==> src/common/pmc_regs.vh <==
// register offsets, field positions, reset values and timing counts of the power mode controller
`ifndef PMC_REGS_VH
`define PMC_REGS_VH
// ------------------------------------------------------------
// register byte offsets
// ------------------------------------------------------------
`define PMC_OFS_OPERATING_MODE 12'h000
`define PMC_OFS_CPU_CONTROL 12'h004
`define PMC_OFS_IO_CONTROL 12'h008
`define PMC_OFS_COMMAND 12'h00C
`define PMC_OFS_STATUS 12'h010
// ------------------------------------------------------------
// field positions
// ------------------------------------------------------------
`define PMC_BIT_FSE 7
`define PMC_BIT_TFSE 6
`define PMC_BIT_IOC 5
`define PMC_BIT_QUICK 3
`define PMC_BIT_EXTGRANT 5
`define PMC_BIT_STBYSEL 6
`define PMC_BIT_PSTOP 5
`define PMC_BIT_CMD_HALT 0
`define PMC_BIT_CMD_SLEEP 1
// ------------------------------------------------------------
// reset values
// ------------------------------------------------------------
`define PMC_RST_OPERATING_MODE 8'hE0
`define PMC_RST_CPU_CONTROL 8'h00
`define PMC_RST_IO_CONTROL 8'h00
// ------------------------------------------------------------
// timing counts (clocks)
// ------------------------------------------------------------
`define PMC_SLEEP_RESTART_CLKS 2
`define PMC_IDLE_RESTART_CLKS 10
`define PMC_IDLE_GRANT_EXTRA_CLKS 8
`define PMC_STBY_SLOW_CLKS 131072
`define PMC_STBY_QUICK_CLKS 64
// ------------------------------------------------------------
// mode codes
// ------------------------------------------------------------
`define PMC_MODE_NORMAL 3'h0
`define PMC_MODE_HALT 3'h1
`define PMC_MODE_SLEEP 3'h2
`define PMC_MODE_SYSSTOP 3'h3
`define PMC_MODE_IDLE 3'h4
`define PMC_MODE_STANDBY 3'h5
`endif

==> src/hdl/pmc_delay_counter.v <==
// down counter that times restart and grant delays
`timescale 1ns/1ps
`default_nettype none
module pmc_delay_counter #(
	parameter WIDTH = 18
) (
	input wire core_clk_i,
	input wire rst_n_i,
	input wire load_i,
	input wire [WIDTH-1:0] count_i,
	input wire abort_i,
	output reg busy_o,
	output reg done_o
);
	// remaining cycles
	reg [WIDTH-1:0] remain;
	// ------------------------------------------------------------
	// counting
	// ------------------------------------------------------------
	// load starts, abort cancels, done pulses at terminal count
	always @(posedge core_clk_i)
	begin
		if (!rst_n_i)
		begin
			remain <= {WIDTH{1'b0}};
			busy_o <= 1'b0;
			done_o <= 1'b0;
		end
		else if (abort_i)
		begin
			busy_o <= 1'b0;
			done_o <= 1'b0;
		end
		else if (load_i)
		begin
			remain <= count_i;
			busy_o <= 1'b1;
			done_o <= 1'b0;
		end
		else if (busy_o)
		begin
			// last step raises done
			if (remain <= {{(WIDTH-1){1'b0}}, 1'b1})
			begin
				busy_o <= 1'b0;
				done_o <= 1'b1;
			end
			else
			begin
				remain <= remain - {{(WIDTH-1){1'b0}}, 1'b1};
				done_o <= 1'b0;
			end
		end
		else
		begin
			done_o <= 1'b0;
		end
	end
endmodule // pmc_delay_counter
`default_nettype wire

==> src/hdl/pmc_power_mode_ctrl.v <==
// operating mode, low power sequencing and bus compatibility control over apb
// Notes on behaviour
// - temp fetch enable resets and reads one
// - writing zero forces strobe on next fetch
// - temp bit one leaves regular enable governing
// - io compat resets one, native io timing
// - compat zero: io strobes from t2 rise
// - normal mode runs, halt output high
// - halt: refetch, halt status strobe low
// - halt keeps clock, grants, refresh, peripherals
// - halt exits on reset, nmi, enabled interrupts
// - sleep with all select bits zero
// - sleep gates core and dma, stops refresh
// - sleep drives address and controls high
// - disabled sources don't wake; flag picks path
// - sleep restart about one and half clocks
// - peripheral stop halts serial and timers
// - system stop: stopped peripherals can't wake
// - idle blocks clock output and units
// - idle exits on external; about 9.5 clocks
// - idle grant eight clocks slower
// - request drop re-stops clock, stays idle
// - stop plus standby select enters standby
// - standby wakes/grants after oscillator settles
// - settle delay 131072 or 64 clocks
// - request drop before settle stays standby
// - fetch strobe on fetch and acknowledges
`timescale 1ns/1ps
`default_nettype none
`include "pmc_regs.vh"
module pmc_power_mode_ctrl #(
	parameter STBY_SLOW_CLKS = `PMC_STBY_SLOW_CLKS
) (
	input wire core_clk_i,
	input wire rst_n_i,
	// apb slave
	input wire psel_i,
	input wire penable_i,
	input wire pwrite_i,
	input wire [11:0] paddr_i,
	input wire [31:0] pwdata_i,
	output wire pready_o,
	output reg [31:0] prdata_o,
	output wire pslverr_o,
	// core cycle indications
	input wire opcode_fetch_i,
	input wire int_ack_i,
	input wire nmi_ack_first_i,
	input wire io_cycle_i,
	input wire io_read_i,
	input wire io_t2_i,
	// wake sources from pins, synchronised here
	input wire nmi_n_i,
	input wire [2:0] external_interrupt_request_n_i,
	input wire bus_request_n_i,
	// wake qualifiers from the interrupt unit
	input wire [2:0] ext_int_enable_i,
	input wire onchip_int_i,
	input wire global_interrupt_flag_i,
	// mode and strobe outputs
	output reg [2:0] mode_o,
	output reg halt_n_o,
	output reg status_output_o,
	output reg fetch_cycle_strobe_n_o,
	output reg io_request_strobe_n_o,
	output reg io_read_strobe_n_o,
	output reg force_bus_high_o,
	output reg cpu_clk_en_o,
	output reg dma_clk_en_o,
	output reg periph_clk_en_o,
	output reg refresh_en_o,
	output reg system_clock_output_en_o,
	output reg osc_en_o,
	output reg bus_grant_o,
	output reg wake_service_o,
	output reg wake_resume_o
);
	// ------------------------------------------------------------
	// state
	// ------------------------------------------------------------
	localparam ST_RUN = 3'h0; // normal or halt
	localparam ST_SLEEP = 3'h1; // sleep or system stop
	localparam ST_IDLE = 3'h2; // idle
	localparam ST_STBY = 3'h3; // standby, oscillator off
	localparam ST_WAKE = 3'h4; // restart delay running
	localparam ST_GRANT = 3'h5; // bus granted while asleep
	localparam ST_SETTLE = 3'h6; // standby oscillator settling or idle grant delay
	reg [2:0] state;
	reg [2:0] sleep_kind; // mode asleep in
	reg [2:0] next_mode_sel; // decoded sleep target
	reg settle_for_grant; // settle leads to grant
	// registers
	reg fetch_strobe_enable;
	reg temp_fetch_strobe_enable; // pending one-shot, active high
	reg io_timing_compat;
	reg quick_recovery_select;
	reg external_grant_when_asleep;
	reg standby_select;
	reg peripheral_stop;
	reg halted;
	// synchronisers
	reg [4:0] pin_meta;
	reg [4:0] pin_sync;
	wire nmi_req = ~pin_sync[0];
	wire [2:0] ext_req = ~pin_sync[3:1] & ext_int_enable_i;
	wire bus_req = ~pin_sync[4];
	// delay counter
	reg cnt_load;
	reg [17:0] cnt_value;
	reg cnt_abort;
	// delay counts cut to counter width on purpose
	localparam [17:0] CNT_SLEEP = `PMC_SLEEP_RESTART_CLKS;
	localparam [17:0] CNT_IDLE = `PMC_IDLE_RESTART_CLKS;
	localparam [17:0] CNT_GRANT = `PMC_IDLE_GRANT_EXTRA_CLKS;
	localparam [17:0] CNT_QUICK = `PMC_STBY_QUICK_CLKS;
	localparam [17:0] CNT_SLOW = STBY_SLOW_CLKS;
	wire cnt_busy;
	wire cnt_done;
	// apb strobes
	wire apb_wr = psel_i & penable_i & pwrite_i;
	wire apb_rd_setup = psel_i & ~penable_i & ~pwrite_i;
	assign pready_o = 1'b1;
	assign pslverr_o = 1'b0;
	// ------------------------------------------------------------
	// sleep target decode
	// ------------------------------------------------------------
	function [2:0] sleep_target;
		input stop_bit;
		input stby_bit;
		input quick_bit;
		begin
			if (!stop_bit)
				sleep_target = `PMC_MODE_SLEEP;
			else if (stby_bit)
				sleep_target = `PMC_MODE_STANDBY;
			else if (quick_bit)
				sleep_target = `PMC_MODE_IDLE;
			else
				sleep_target = `PMC_MODE_SYSSTOP;
		end
	endfunction
	always @*
	begin
		next_mode_sel = sleep_target(peripheral_stop, standby_select, quick_recovery_select);
	end
	// ------------------------------------------------------------
	// pin synchronisers
	// ------------------------------------------------------------
	always @(posedge core_clk_i)
	begin
		if (!rst_n_i)
		begin
			pin_meta <= 5'h1F;
			pin_sync <= 5'h1F;
		end
		else
		begin
			pin_meta <= {bus_request_n_i, external_interrupt_request_n_i, nmi_n_i};
			pin_sync <= pin_meta;
		end
	end
	// ------------------------------------------------------------
	// apb register writes and commands
	// ------------------------------------------------------------
	wire cmd_halt = apb_wr && paddr_i == `PMC_OFS_COMMAND && pwdata_i[`PMC_BIT_CMD_HALT];
	wire cmd_sleep = apb_wr && paddr_i == `PMC_OFS_COMMAND && pwdata_i[`PMC_BIT_CMD_SLEEP];
	wire fetch_now = opcode_fetch_i & ~halted & (state == ST_RUN);
	always @(posedge core_clk_i)
	begin
		if (!rst_n_i)
		begin
			fetch_strobe_enable <= 1'b1;
			temp_fetch_strobe_enable <= 1'b0;
			io_timing_compat <= 1'b1;
			quick_recovery_select <= 1'b0;
			external_grant_when_asleep <= 1'b0;
			standby_select <= 1'b0;
			peripheral_stop <= 1'b0;
		end
		else
		begin
			// one-shot clears on the fetch it served, a new write wins
			if (apb_wr && paddr_i == `PMC_OFS_OPERATING_MODE)
			begin
				fetch_strobe_enable <= pwdata_i[`PMC_BIT_FSE];
				io_timing_compat <= pwdata_i[`PMC_BIT_IOC];
				temp_fetch_strobe_enable <= ~pwdata_i[`PMC_BIT_TFSE];
			end
			else if (fetch_now)
				temp_fetch_strobe_enable <= 1'b0;
			if (apb_wr && paddr_i == `PMC_OFS_CPU_CONTROL)
			begin
				quick_recovery_select <= pwdata_i[`PMC_BIT_QUICK];
				external_grant_when_asleep <= pwdata_i[`PMC_BIT_EXTGRANT];
				standby_select <= pwdata_i[`PMC_BIT_STBYSEL];
			end
			// peripheral stop is a plain level, cleared to resume
			if (apb_wr && paddr_i == `PMC_OFS_IO_CONTROL)
				peripheral_stop <= pwdata_i[`PMC_BIT_PSTOP];
		end
	end
	// ------------------------------------------------------------
	// apb read data, registered in setup phase
	// ------------------------------------------------------------
	always @(posedge core_clk_i)
	begin
		if (!rst_n_i)
			prdata_o <= 32'h0000_0000;
		else if (apb_rd_setup)
		begin
			case (paddr_i)
				`PMC_OFS_OPERATING_MODE:
					prdata_o <= {24'h00_0000, fetch_strobe_enable, 1'b1,
						io_timing_compat, 5'h00};
				`PMC_OFS_CPU_CONTROL:
					prdata_o <= {25'h000_0000, standby_select, external_grant_when_asleep,
						1'b0, quick_recovery_select, 3'h0};
				`PMC_OFS_IO_CONTROL:
					prdata_o <= {26'h000_0000, peripheral_stop, 5'h00};
				`PMC_OFS_STATUS:
					prdata_o <= {25'h000_0000, bus_grant_o, state, mode_o};
				default:
					prdata_o <= 32'h0000_0000;
			endcase
		end
	end
	// ------------------------------------------------------------
	// wake conditions per mode
	// ------------------------------------------------------------
	// disabled sources never wake; on-chip only in plain sleep or halt
	wire ext_wake = nmi_req | (|ext_req);
	wire any_wake = ext_wake | (onchip_int_i & (sleep_kind == `PMC_MODE_SLEEP));
	wire halt_wake = ext_wake | onchip_int_i;
	// ------------------------------------------------------------
	// mode sequencer
	// ------------------------------------------------------------
	always @(posedge core_clk_i)
	begin
		if (!rst_n_i)
		begin
			state <= ST_RUN;
			sleep_kind <= `PMC_MODE_NORMAL;
			halted <= 1'b0;
			settle_for_grant <= 1'b0;
			wake_service_o <= 1'b0;
			wake_resume_o <= 1'b0;
			cnt_load <= 1'b0;
			cnt_value <= 18'h0_0000;
			cnt_abort <= 1'b0;
		end
		else
		begin
			cnt_load <= 1'b0;
			cnt_abort <= 1'b0;
			wake_service_o <= 1'b0;
			wake_resume_o <= 1'b0;
			case (state)
				ST_RUN:
				begin
					if (halted && halt_wake)
					begin
						halted <= 1'b0;
						wake_service_o <= 1'b1;
					end
					else if (cmd_halt)
						halted <= 1'b1;
					else if (cmd_sleep)
					begin
						sleep_kind <= next_mode_sel;
						case (next_mode_sel)
							`PMC_MODE_IDLE: state <= ST_IDLE;
							`PMC_MODE_STANDBY: state <= ST_STBY;
							default: state <= ST_SLEEP;
						endcase
					end
				end
				ST_SLEEP:
				begin
					// short restart
					if (any_wake)
					begin
						cnt_value <= CNT_SLEEP;
						cnt_load <= 1'b1;
						state <= ST_WAKE;
					end
				end
				ST_IDLE:
				begin
					if (ext_wake)
					begin
						cnt_value <= CNT_IDLE;
						cnt_load <= 1'b1;
						state <= ST_WAKE;
					end
					else if (bus_req && external_grant_when_asleep)
					begin
						cnt_value <= CNT_GRANT;
						cnt_load <= 1'b1;
						settle_for_grant <= 1'b1;
						state <= ST_SETTLE;
					end
				end
				ST_STBY:
				begin
					// oscillator must settle before any answer
					if (ext_wake || (bus_req && external_grant_when_asleep))
					begin
						cnt_value <= quick_recovery_select ? CNT_QUICK
							: CNT_SLOW;
						cnt_load <= 1'b1;
						settle_for_grant <= ~ext_wake;
						state <= ST_SETTLE;
					end
				end
				ST_SETTLE:
				begin
					// request dropped early: back to sleep
					if (!(settle_for_grant ? bus_req : ext_wake))
					begin
						cnt_abort <= 1'b1;
						state <= (sleep_kind == `PMC_MODE_IDLE) ? ST_IDLE : ST_STBY;
					end
					else if (cnt_done)
						state <= settle_for_grant ? ST_GRANT : ST_WAKE;
				end
				ST_GRANT:
				begin
					// grant held until request drops
					if (!bus_req)
						state <= (sleep_kind == `PMC_MODE_IDLE) ? ST_IDLE : ST_STBY;
				end
				ST_WAKE:
				begin
					if (cnt_done || (!cnt_busy && !cnt_load))
					begin
						state <= ST_RUN;
						sleep_kind <= `PMC_MODE_NORMAL;
						wake_service_o <= global_interrupt_flag_i | nmi_req;
						wake_resume_o <= ~global_interrupt_flag_i & ~nmi_req;
					end
				end
				default:
					state <= ST_RUN;
			endcase
		end
	end
	// ------------------------------------------------------------
	// delay counter
	// ------------------------------------------------------------
	pmc_delay_counter #(
		.WIDTH(18)
	) u_delay (
		.core_clk_i(core_clk_i),
		.rst_n_i(rst_n_i),
		.load_i(cnt_load),
		.count_i(cnt_value),
		.abort_i(cnt_abort),
		.busy_o(cnt_busy),
		.done_o(cnt_done)
	);
	// ------------------------------------------------------------
	// outputs: clock gates, bus state and strobes
	// ------------------------------------------------------------
	wire asleep = (state != ST_RUN) && (state != ST_WAKE);
	wire granted = (state == ST_GRANT);
	always @(posedge core_clk_i)
	begin
		if (!rst_n_i)
		begin
			mode_o <= `PMC_MODE_NORMAL;
			halt_n_o <= 1'b1;
			status_output_o <= 1'b1;
			fetch_cycle_strobe_n_o <= 1'b1;
			io_request_strobe_n_o <= 1'b1;
			io_read_strobe_n_o <= 1'b1;
			force_bus_high_o <= 1'b0;
			cpu_clk_en_o <= 1'b1;
			dma_clk_en_o <= 1'b1;
			periph_clk_en_o <= 1'b1;
			refresh_en_o <= 1'b1;
			system_clock_output_en_o <= 1'b1;
			osc_en_o <= 1'b1;
			bus_grant_o <= 1'b0;
		end
		else
		begin
			mode_o <= asleep ? sleep_kind : (halted ? `PMC_MODE_HALT : `PMC_MODE_NORMAL);
			// halt low when halted or asleep, high in normal run
			halt_n_o <= ~(halted | asleep);
			// status held high while asleep, low only when halted
			status_output_o <= ~halted;
			force_bus_high_o <= asleep & ~granted;
			cpu_clk_en_o <= ~asleep;
			dma_clk_en_o <= ~asleep;
			periph_clk_en_o <= ~peripheral_stop &
				~(asleep && (sleep_kind == `PMC_MODE_IDLE || sleep_kind == `PMC_MODE_STANDBY));
			refresh_en_o <= ~asleep;
			// clock out runs in sleep, blocked in idle except while granting
			system_clock_output_en_o <= ~(asleep && (sleep_kind == `PMC_MODE_IDLE
				|| sleep_kind == `PMC_MODE_STANDBY) && !granted);
			osc_en_o <= ~(state == ST_STBY);
			bus_grant_o <= granted;
			// fetch strobe: halted fetches low, one-shot, or regular enable
			fetch_cycle_strobe_n_o <= ~((halted & opcode_fetch_i)
				| (fetch_now & temp_fetch_strobe_enable)
				| (fetch_strobe_enable & (fetch_now | int_ack_i | nmi_ack_first_i)));
			// compat zero raises strobes from t2, else native timing
			if (io_timing_compat)
			begin
				io_request_strobe_n_o <= ~io_cycle_i;
				io_read_strobe_n_o <= ~(io_cycle_i & io_read_i);
			end
			else
			begin
				io_request_strobe_n_o <= ~(io_cycle_i & io_t2_i);
				io_read_strobe_n_o <= ~(io_cycle_i & io_read_i & io_t2_i);
			end
		end
	end
endmodule // pmc_power_mode_ctrl
`default_nettype wire

==> config.mk <==
export PLATFORM = sky130hd
export DESIGN_NAME = pmc_power_mode_ctrl
export DESIGN_NICKNAME = d
export VERILOG_FILES = /design/src/hdl/pmc_delay_counter.v /design/src/hdl/pmc_power_mode_ctrl.v
export VERILOG_INCLUDE_DIRS = /design/src /design/src/common
export SDC_FILE = /design/constraint.sdc
export NUM_CORES = 1
export LEC_CHECK = 0
export BUFFER_PORTS_ARGS = -buffer_cell sky130_fd_sc_hd__buf_2
export CORE_ASPECT_RATIO = 1.1
export CORE_MARGIN = 4
export CORE_UTILIZATION = 55
export DETAILED_ROUTE_END_ITERATION = 10
export PLACE_DENSITY = 0.85
export SYNTH_ARGS = -nofsm -noshare
export SYNTH_HDL_FRONTEND = slang
export SYNTH_SLANG_ARGS = --single-unit
==> constraint.sdc <==
create_clock -name core_clk_i -period 4 [get_ports core_clk_i]
set_input_delay 0.8 -clock core_clk_i [delete_from_list [all_inputs] [get_ports core_clk_i]]
set_output_delay 0.8 -clock core_clk_i [all_outputs]
set_load 0.05 [all_outputs]
==> summary.txt, run 1 <==
Power and ir drop
  – Peak supply drop: 237 uV
  – Sequential power share: 0.528
  – Clock share of power: 0.383
  – Internal Power: 1.01 mW
  – Pleak: 1.69 nW
  – Sw frac: 0.289
  – Total power draw: 1.43 mW
  – PwrDens: 345 nW/um^2
  – Psw: 0.413 mW
  – Gate power share: 0.089

Cells and area
  – # fillers: 579
  – P&R area growth vs syn: 11.1%
  – Final net count: 563
  – Share of layout cells above drive strength 1: 0.188
  – Non-filler cells, final: 583
  – Fin util: 0.628
  – N_diodes: 0
  – Final instance area: 4140 sq um

STA
  – F_max: 0.391 GHz
  – Tmin final: 2.55 ns
  – Final Hold Fails: 0
  – Unrepaired setup endpoints after global routing: false
  – Clk_skew: 0.0128 ns
  – TNS Setup: 0 ns
  – Max-slew violations: 0
  – Period utilization: 0.639
  – Worst setup margin: 1.45 ns
  – WHS: 0.409 ns
  – Worst rel slew slack: 0.311
  – Actual slew at the worst max-slew pin: 1.03 ns
  – Final setup viols: 0

Setup path
  – Setup crit end kind: register
  – Class of the most critical setup path: reg -> reg
  – Max FO, Critical Path: 22
  – CP Launch Type: register
  – Crit path required time: 4.25 ns
  – Worst path arrival time: 2.81 ns
  – Worst R2R Setup Slack: 1.45 ns

Logic synthesis
  – Primary FF master, synth: dfxtp_1
  – Post-synth cell types: 54
  – Gate Count Post-Synth: 443
  – Async set-or-reset flop fraction in the synthesized netlist: 0
  – EDFF count, synth: 0
  – Avg Inst Size Synth: 8.41 sq um
  – Ys Warns: 0
  – FF+latch count, synth: 75
  – Mapped cell area: 3730 sq um
  – Sequential area share after synthesis: 0.403

Place
  – Detailed Place HPWL: 6450 microns
  – Placer Congestion: 0.896
  – Post-Place Setup Slack: 1.13 ns
  – PortBufs: 64
  – Area after DPL: 3960 sq um
  – Placed insts: 567

Status
  – Status: finished clean

CTS
  – Clk root buf: clkbuf_8
  – Setup bufs post-CTS: 0
  – CTS tree: done
  – Clock Sinks: 75
  – Clock buffer depth: 2
  – CTS Hold Bufs: 0
  – TritonCTS Buffers: 9
  – H-tree depth: 3
  – Clock slew at reported path FFs: 0.09 ns
  – Clk_lat worst skew: 0.35 ns
  – Post_cts resized: 0

Worst hold path
  – Hold WC Path Type: reg -> reg

Die
  – Die height: 94.3 microns
  – Core footprint: 6590 sq um
  – DIE WIDTH: 86.5 microns
  – Initial Utilization: 0.565
  – IO Count: 117
  – # rows: 31
  – DIE AREA: 8160 sq um

Routing
  – Via density: 5.84
  – Remaining antenna violation count after routing: 0
  – Drt wl/cell: 15.3 microns
  – First drt pass iteration count: 5
  – Detailed Route WL: 8920 microns
  – Iter 0 DRT Violations: 135
  – Residual DRC count: 0
  – Via count: 3405

Job
  – MaxCap Viol Count: 0

Global routing
  – GRT overflow: 0
  – First-pass GRT wire length: 14200 microns
  – GRT Total Usage: 0.217
  – Largest net degree at the start of global routing: 34
  – Number of global-route vias before repair: 3218
  – Initial antenna violation count: 0
## state kept, by name (all words and copies together), names as in the netlist, 3 cells and up
| name | cells |
|---|---|
| cnt_value | 4 |
| mode_o | 3 |
| pin_meta | 5 |
| pin_sync | 5 |
| prdata_o | 8 |
| sleep_kind | 3 |
| state | 3 |
| u_delay.remain | 18 |
## critical path, stage by stage (launching register included)
cell,delay (ns)
dfxtp_1,0.36
or3_1,0.43
nor4_2,0.44
and3_1,0.73
nor2_1,0.22
a31o_2,0.28
## final timing paths
path	startpoint	to	cells after the start
worst min-delay path	pin_meta[0]	pin_sync[0]	1
worst max register to register	u_delay.remain[4]	u_delay.remain[2]	5
worst max-delay path	u_delay.remain[4]	u_delay.remain[2]	5
worst min register to register	pin_meta[0]	pin_sync[0]	1
## cell type report
class	instances	area, sq um	area share
multi-input combinational	332	1980	0.477
sequential	75	1500	0.363
timing repair buffer	65	328	0.0792
clock buffer	9	124	0.0299
tap	82	103	0.0248
clock inverter	7	61.3	0.0148
inverter	13	48.8	0.0118
## synthesized netlist by cell type, types with 3 or more instances
master | number | area share
or4_1 | 5 | 0.010
clkbuf_1 | 13 | 0.013
nor4_1 | 9 | 0.015
buf_4 | 28 | 0.056
a21oi_1 | 26 | 0.035
nor3b_1 | 3 | 0.0060
nand4_1 | 5 | 0.0084
inv_1 | 13 | 0.013
o211ai_1 | 4 | 0.0081
o2111ai_1 | 3 | 0.0071
a31oi_1 | 6 | 0.010
nor2b_1 | 5 | 0.0084
nor3_1 | 17 | 0.023
buf_1 | 3 | 0.0030
o31ai_1 | 9 | 0.018
nand2_1 | 37 | 0.037
or2_2 | 3 | 0.0050
a31o_2 | 3 | 0.0071
nand2b_1 | 24 | 0.040
dfxtp_1 | 75 | 0.40
and3_1 | 4 | 0.0067
nand3b_1 | 4 | 0.0081
nand3_1 | 18 | 0.024
or3_1 | 10 | 0.017
nor2_1 | 39 | 0.039
o41ai_1 | 5 | 0.012
mux2i_1 | 16 | 0.043
a22oi_1 | 5 | 0.010
o21ai_0 | 15 | 0.020
## cells by family after synthesis
logic type / share of synthesized area
AND/OR/NAND/NOR: 0.283
multiplexers: 0.0470
XOR/XNOR: 0.00235
flip-flops: 0.403
AO/OA/AOI/OAI: 0.165
buffers and inverters: 0.0913
other: 0.00201
adder cells (fa/ha/maj): 0.00671
## placed cells by master, fill, tap and decap left out, types with 3 or more instances in the layout
master / Yosys / final
dfxtp_1: 75 / 75
buf_2: 2 / 64
nor2_1: 39 / 39
nand2_1: 37 / 37
a21oi_1: 26 / 26
conb_1: 2 / 26
nand2b_1: 24 / 24
nand3_1: 18 / 18
nor3_1: 17 / 17
mux2i_1: 16 / 16
o21ai_0: 15 / 15
inv_1: 13 / 13
or3_1: 10 / 10
o31ai_1: 9 / 9
nor4_1: 9 / 9
clkbuf_8: 0 / 9
a31oi_1: 6 / 6
a22oi_1: 5 / 5
nand4_1: 5 / 5
nor2b_1: 5 / 5
or4_1: 5 / 5
o41ai_1: 5 / 5
o211ai_1: 4 / 4
and3_1: 4 / 4
nand3b_1: 4 / 4
or2_2: 3 / 3
nor3b_1: 3 / 3
o2111ai_1: 3 / 3
a31o_2: 3 / 3
## power groups by stage
stage / clock [mW] / combinational, mW / sequential (mW)
global placement: 0 / 0.124 / 0.772
detailed placement: 0 / 0.125 / 0.772
CTS: 0.560 / 0.126 / 0.754
global route: 0.593 / 0.137 / 0.755
finish: 0.546 / 0.127 / 0.754
floorplan: 0 / 0.109 / 0.777
## per-layer routing
| layer | track usage | vias to the layer above | part of all wire |
|---|---|---|---|
| li1 | - | 1658 | - |
| met1 | 0.244 | 1578 | 0.40 |
| met2 | 0.379 | 143 | 0.52 |
| met3 | 0.0532 | 26 | 0.057 |
| met4 | 0.112 | 0 | 0.026 |
| met5 | 0 | - | 0 |
Power figures use the tool's default switching activity.
==> run 2, diff against run 1 <==
--- a/config.mk
+++ b/config.mk
@@ -9,9 +9,9 @@
 export BUFFER_PORTS_ARGS = -buffer_cell sky130_fd_sc_hd__buf_2
 export CORE_ASPECT_RATIO = 1.1
 export CORE_MARGIN = 4
-export CORE_UTILIZATION = 55
+export CORE_UTILIZATION = 46
 export DETAILED_ROUTE_END_ITERATION = 10
-export PLACE_DENSITY = 0.85
+export PLACE_DENSITY = 0.76
 export SYNTH_ARGS = -nofsm -noshare
 export SYNTH_HDL_FRONTEND = slang
 export SYNTH_SLANG_ARGS = --single-unit
==> constraint.sdc (replaced) <==
create_clock -name core_clk_i -period 2.1 [get_ports core_clk_i]
set_input_delay 0.42 -clock core_clk_i [delete_from_list [all_inputs] [get_ports core_clk_i]]
set_output_delay 0.42 -clock core_clk_i [all_outputs]
set_load 0.05 [all_outputs]
==> run 2 against run 1 <==
Net effect:
- global-route usage shrank 2.1 points
- final cell count grew 9.9%
- die area grew 18%
- critical path type unchanged
- combinational power grew 95%
- power grew 110%
- sequential power grew 91%
- non-clock buffer count grew 32
- count of clock-buffer cells in the layout grew 1
- clock skew shrank 0.0078 ns
- clock power grew 150%
- sequential share of layout area shrank 2.8 points
- worst setup slack lost 1.4 ns
==> summary.txt, run 2 (synthesized netlist as in run 1, its figures left out) <==
Status
  – Status: finished clean

Power and ir drop
  – Clock share of power: 0.444 (+0.061)
  – Peak supply drop: 355 uV (+50%)
  – Internal Power: 2.28 mW (+120%)
  – Gate power share: 0.082 (-0.007)
  – Pleak: 1.87 nW (+11%)
  – Sw frac: 0.247 (-0.0422)
  – Sequential power share: 0.474 (-0.054)
  – PwrDens: 675 nW/um^2 (+96%)
  – Psw: 0.748 mW (+81%)

Setup path
  – Worst R2R Setup Slack: 0.05 ns (-1.40 ns)
  – Crit path required time: 2.37 ns (-1.88 ns)
  – Worst path arrival time: 2.32 ns (-0.49 ns)
  – Worst r2r dst: u_delay.remain[10]
  – Setup crit end kind: register
  – R2r startpoint: u_delay.remain[4]
  – CP Launch Type: register
  – Class of the most critical setup path: reg -> reg
  – FF-to-FF path depth: 5 (unchanged)
  – Max FO, Critical Path: 3 (-86%)

CTS
  – CTS Hold Bufs: 0 (unchanged)
  – H-tree depth: 3 (unchanged)
  – Clock slew at reported path FFs: 0.08 ns (about the same)
  – Clk_lat worst skew: 0.34 ns (about the same)
  – Clock buffer depth: 2 (unchanged)
  – Clk root buf: clkbuf_8
  – Clock Sinks: 75 (unchanged)
  – TritonCTS Buffers: 9 (unchanged)
  – CTS tree: done

Worst hold path
  – Hold path startpoint: bus_request_n_i
  – WHS Endpoint: pin_meta[4]
  – Hold path cells: 2 (+1)
  – Hold WC Path Type: in -> reg

Cells and area
  – Largest register FFs: 18 (unchanged)
  – Most frequent cells in the layout: 74 x dfxtp_1, 64 x buf_2, 38 x nor2_1
  – Final net count: 595 (+5.7%)
  – P&R area growth vs syn: 20.4%
  – Non-filler cells, final: 641 (+9.9%)
  – Share of layout cells above drive strength 1: 0.244 (+0.0563)
  – Most flop-heavy register: u_delay.remain
  – Commonest non-fill, non-tap cell in the layout: dfxtp_1
  – Top Registers: u_delay.remain: 18 flops, prdata_o: 8 flops
  – N_diodes: 0 (unchanged)

STA
  – Period utilization: 0.976 (+0.338)
  – WHS: 0.250 ns (-0.159 ns)
  – Tmin final: 2.05 ns (-0.505 ns)
  – Actual slew at the worst max-slew pin: 0.623 ns (-0.409 ns)
  – F_max: 0.488 GHz (+25%)
  – Worst rel slew slack: 0.583 (+0.272)
  – Final Hold Fails: 0 (unchanged)
  – Clk_skew: 0.00496 ns (-0.00785 ns)
  – Max-slew violations: 0 (unchanged)
  – Final setup viols: 0 (unchanged)
  – Worst setup margin: 0.0501 ns (-1.40 ns)

Routing
  – Residual DRC count: 0 (unchanged)
  – Via density: 5.43 (-7.0%)
  – Drt wl/cell: 14.5 microns (-5.1%)
  – Via count: 3481 (+2.2%)
  – Iter 0 DRT Violations: 114 (-16%)
  – Detailed Route WL: 9310 microns (+4.3%)
  – First drt pass iteration count: 5 (unchanged)
  – Remaining antenna violation count after routing: 0 (unchanged)

Global routing
  – GRT Total Usage: 0.196 (-0.0213)
  – Initial antenna violation count: 0 (unchanged)
  – Number of global-route vias before repair: 3249 (+0.96%)
  – First-pass GRT wire length: 15100 microns (+5.8%)
  – GRT overflow: 0 (unchanged)
  – Largest net degree at the start of global routing: 20 (-41%)

Die
  – # rows: 34 (+9.7%)
  – Initial Utilization: 0.471 (-0.0942)
  – Core footprint: 7910 sq um (+20%)
  – IO Count: 117 (unchanged)
  – DIE WIDTH: 93.8 microns (+8.5%)
  – Die height: 102 microns (+8.6%)
  – DIE AREA: 9610 sq um (+18%)

Place
  – Detailed Place HPWL: 7030 microns (+9.1%)
  – Placed insts: 625 (+10%)
  – Post-Place Setup Slack: -0.337 ns (-1.47 ns)
  – Placer Congestion: 0.983 (+9.7%)
  – PortBufs: 64 (unchanged)

Job
  – MaxCap Viol Count: 0 (unchanged)
-- run 2: per-layer routing --
metal	GRT usage	part of all wire
met1	0.231	0.40
met2	0.345	0.52
met3	0.0368	0.054
met4	0.0911	0.026
met5	0	0
-- run 2: timing repair --
action                                 in CTS  in global routing
gates resized for setup                     0                  5
buffers inserted                            0                  0
endpoints found under the hold margin       0                  0
setup endpoints to repair                   0                 10
-- run 2: power by group through the flow --
stage | logic (mW) | registers, mW | clock network, mW
2_1_floorplan | 0.207 | 1.48 | 0
3_3_place_gp | 0.244 | 1.47 | 0
3_5_place_dp | 0.247 | 1.47 | 0
4_1_cts | 0.247 | 1.44 | 1.37
5_1_grt | 0.267 | 1.44 | 1.45
6_report | 0.248 | 1.44 | 1.34
-- run 2: worst max path at each step --
| stage | startpoint | end | slack [ns] | depth (start not counted) |
|---|---|---|---|---|
| floorplan | paddr_i[7] | temp_fetch_strobe_enable | -0.22 | 6 |
| global placement | paddr_i[7] | temp_fetch_strobe_enable | -0.31 | 6 |
| detailed placement | paddr_i[7] | temp_fetch_strobe_enable | -0.34 | 6 |
| CTS | paddr_i[7] | temp_fetch_strobe_enable | 0.03 | 6 |
| global route | u_delay.remain[4] | u_delay.remain[10] | -0.0003 | 5 |
| finish | u_delay.remain[4] | u_delay.remain[10] | 0.05 | 5 |
-- run 2: layout make-up --
| cell class | instances | area, sq um |
|---|---|---|
| multi-input combinational | 332 | 1990 |
| timing repair buffer | 97 | 568 |
| tap | 108 | 135 |
| fill | 745 | 3420 |
| clock buffer | 10 | 128 |
| sequential | 75 | 1500 |
| inverter | 13 | 48.8 |
| clock inverter | 6 | 114 |
-- run 2: through the flow --
stage | setup TNS (ns) | utilization | power, mW | instance area (sq um)
global placement | -3.23 | 0.534 | 1.71 | 4230
detailed placement | -3.50 | 0.534 | 1.72 | 4230
global route | -0.000349 | 0.567 | 3.15 | 4490
finish | 0 | 0.567 | 3.03 | 4490
floorplan | -1.20 | - | 1.69 | 3820
CTS | 0 | 0.565 | 3.06 | 4470
-- run 2: critical path: stages (launching register included) --
cell and delay (ns):
dfxtp_1 0.32, or3_1 0.39, or3_4 0.36, or3_1 0.36
or4_1 0.40, a21oi_1 0.15
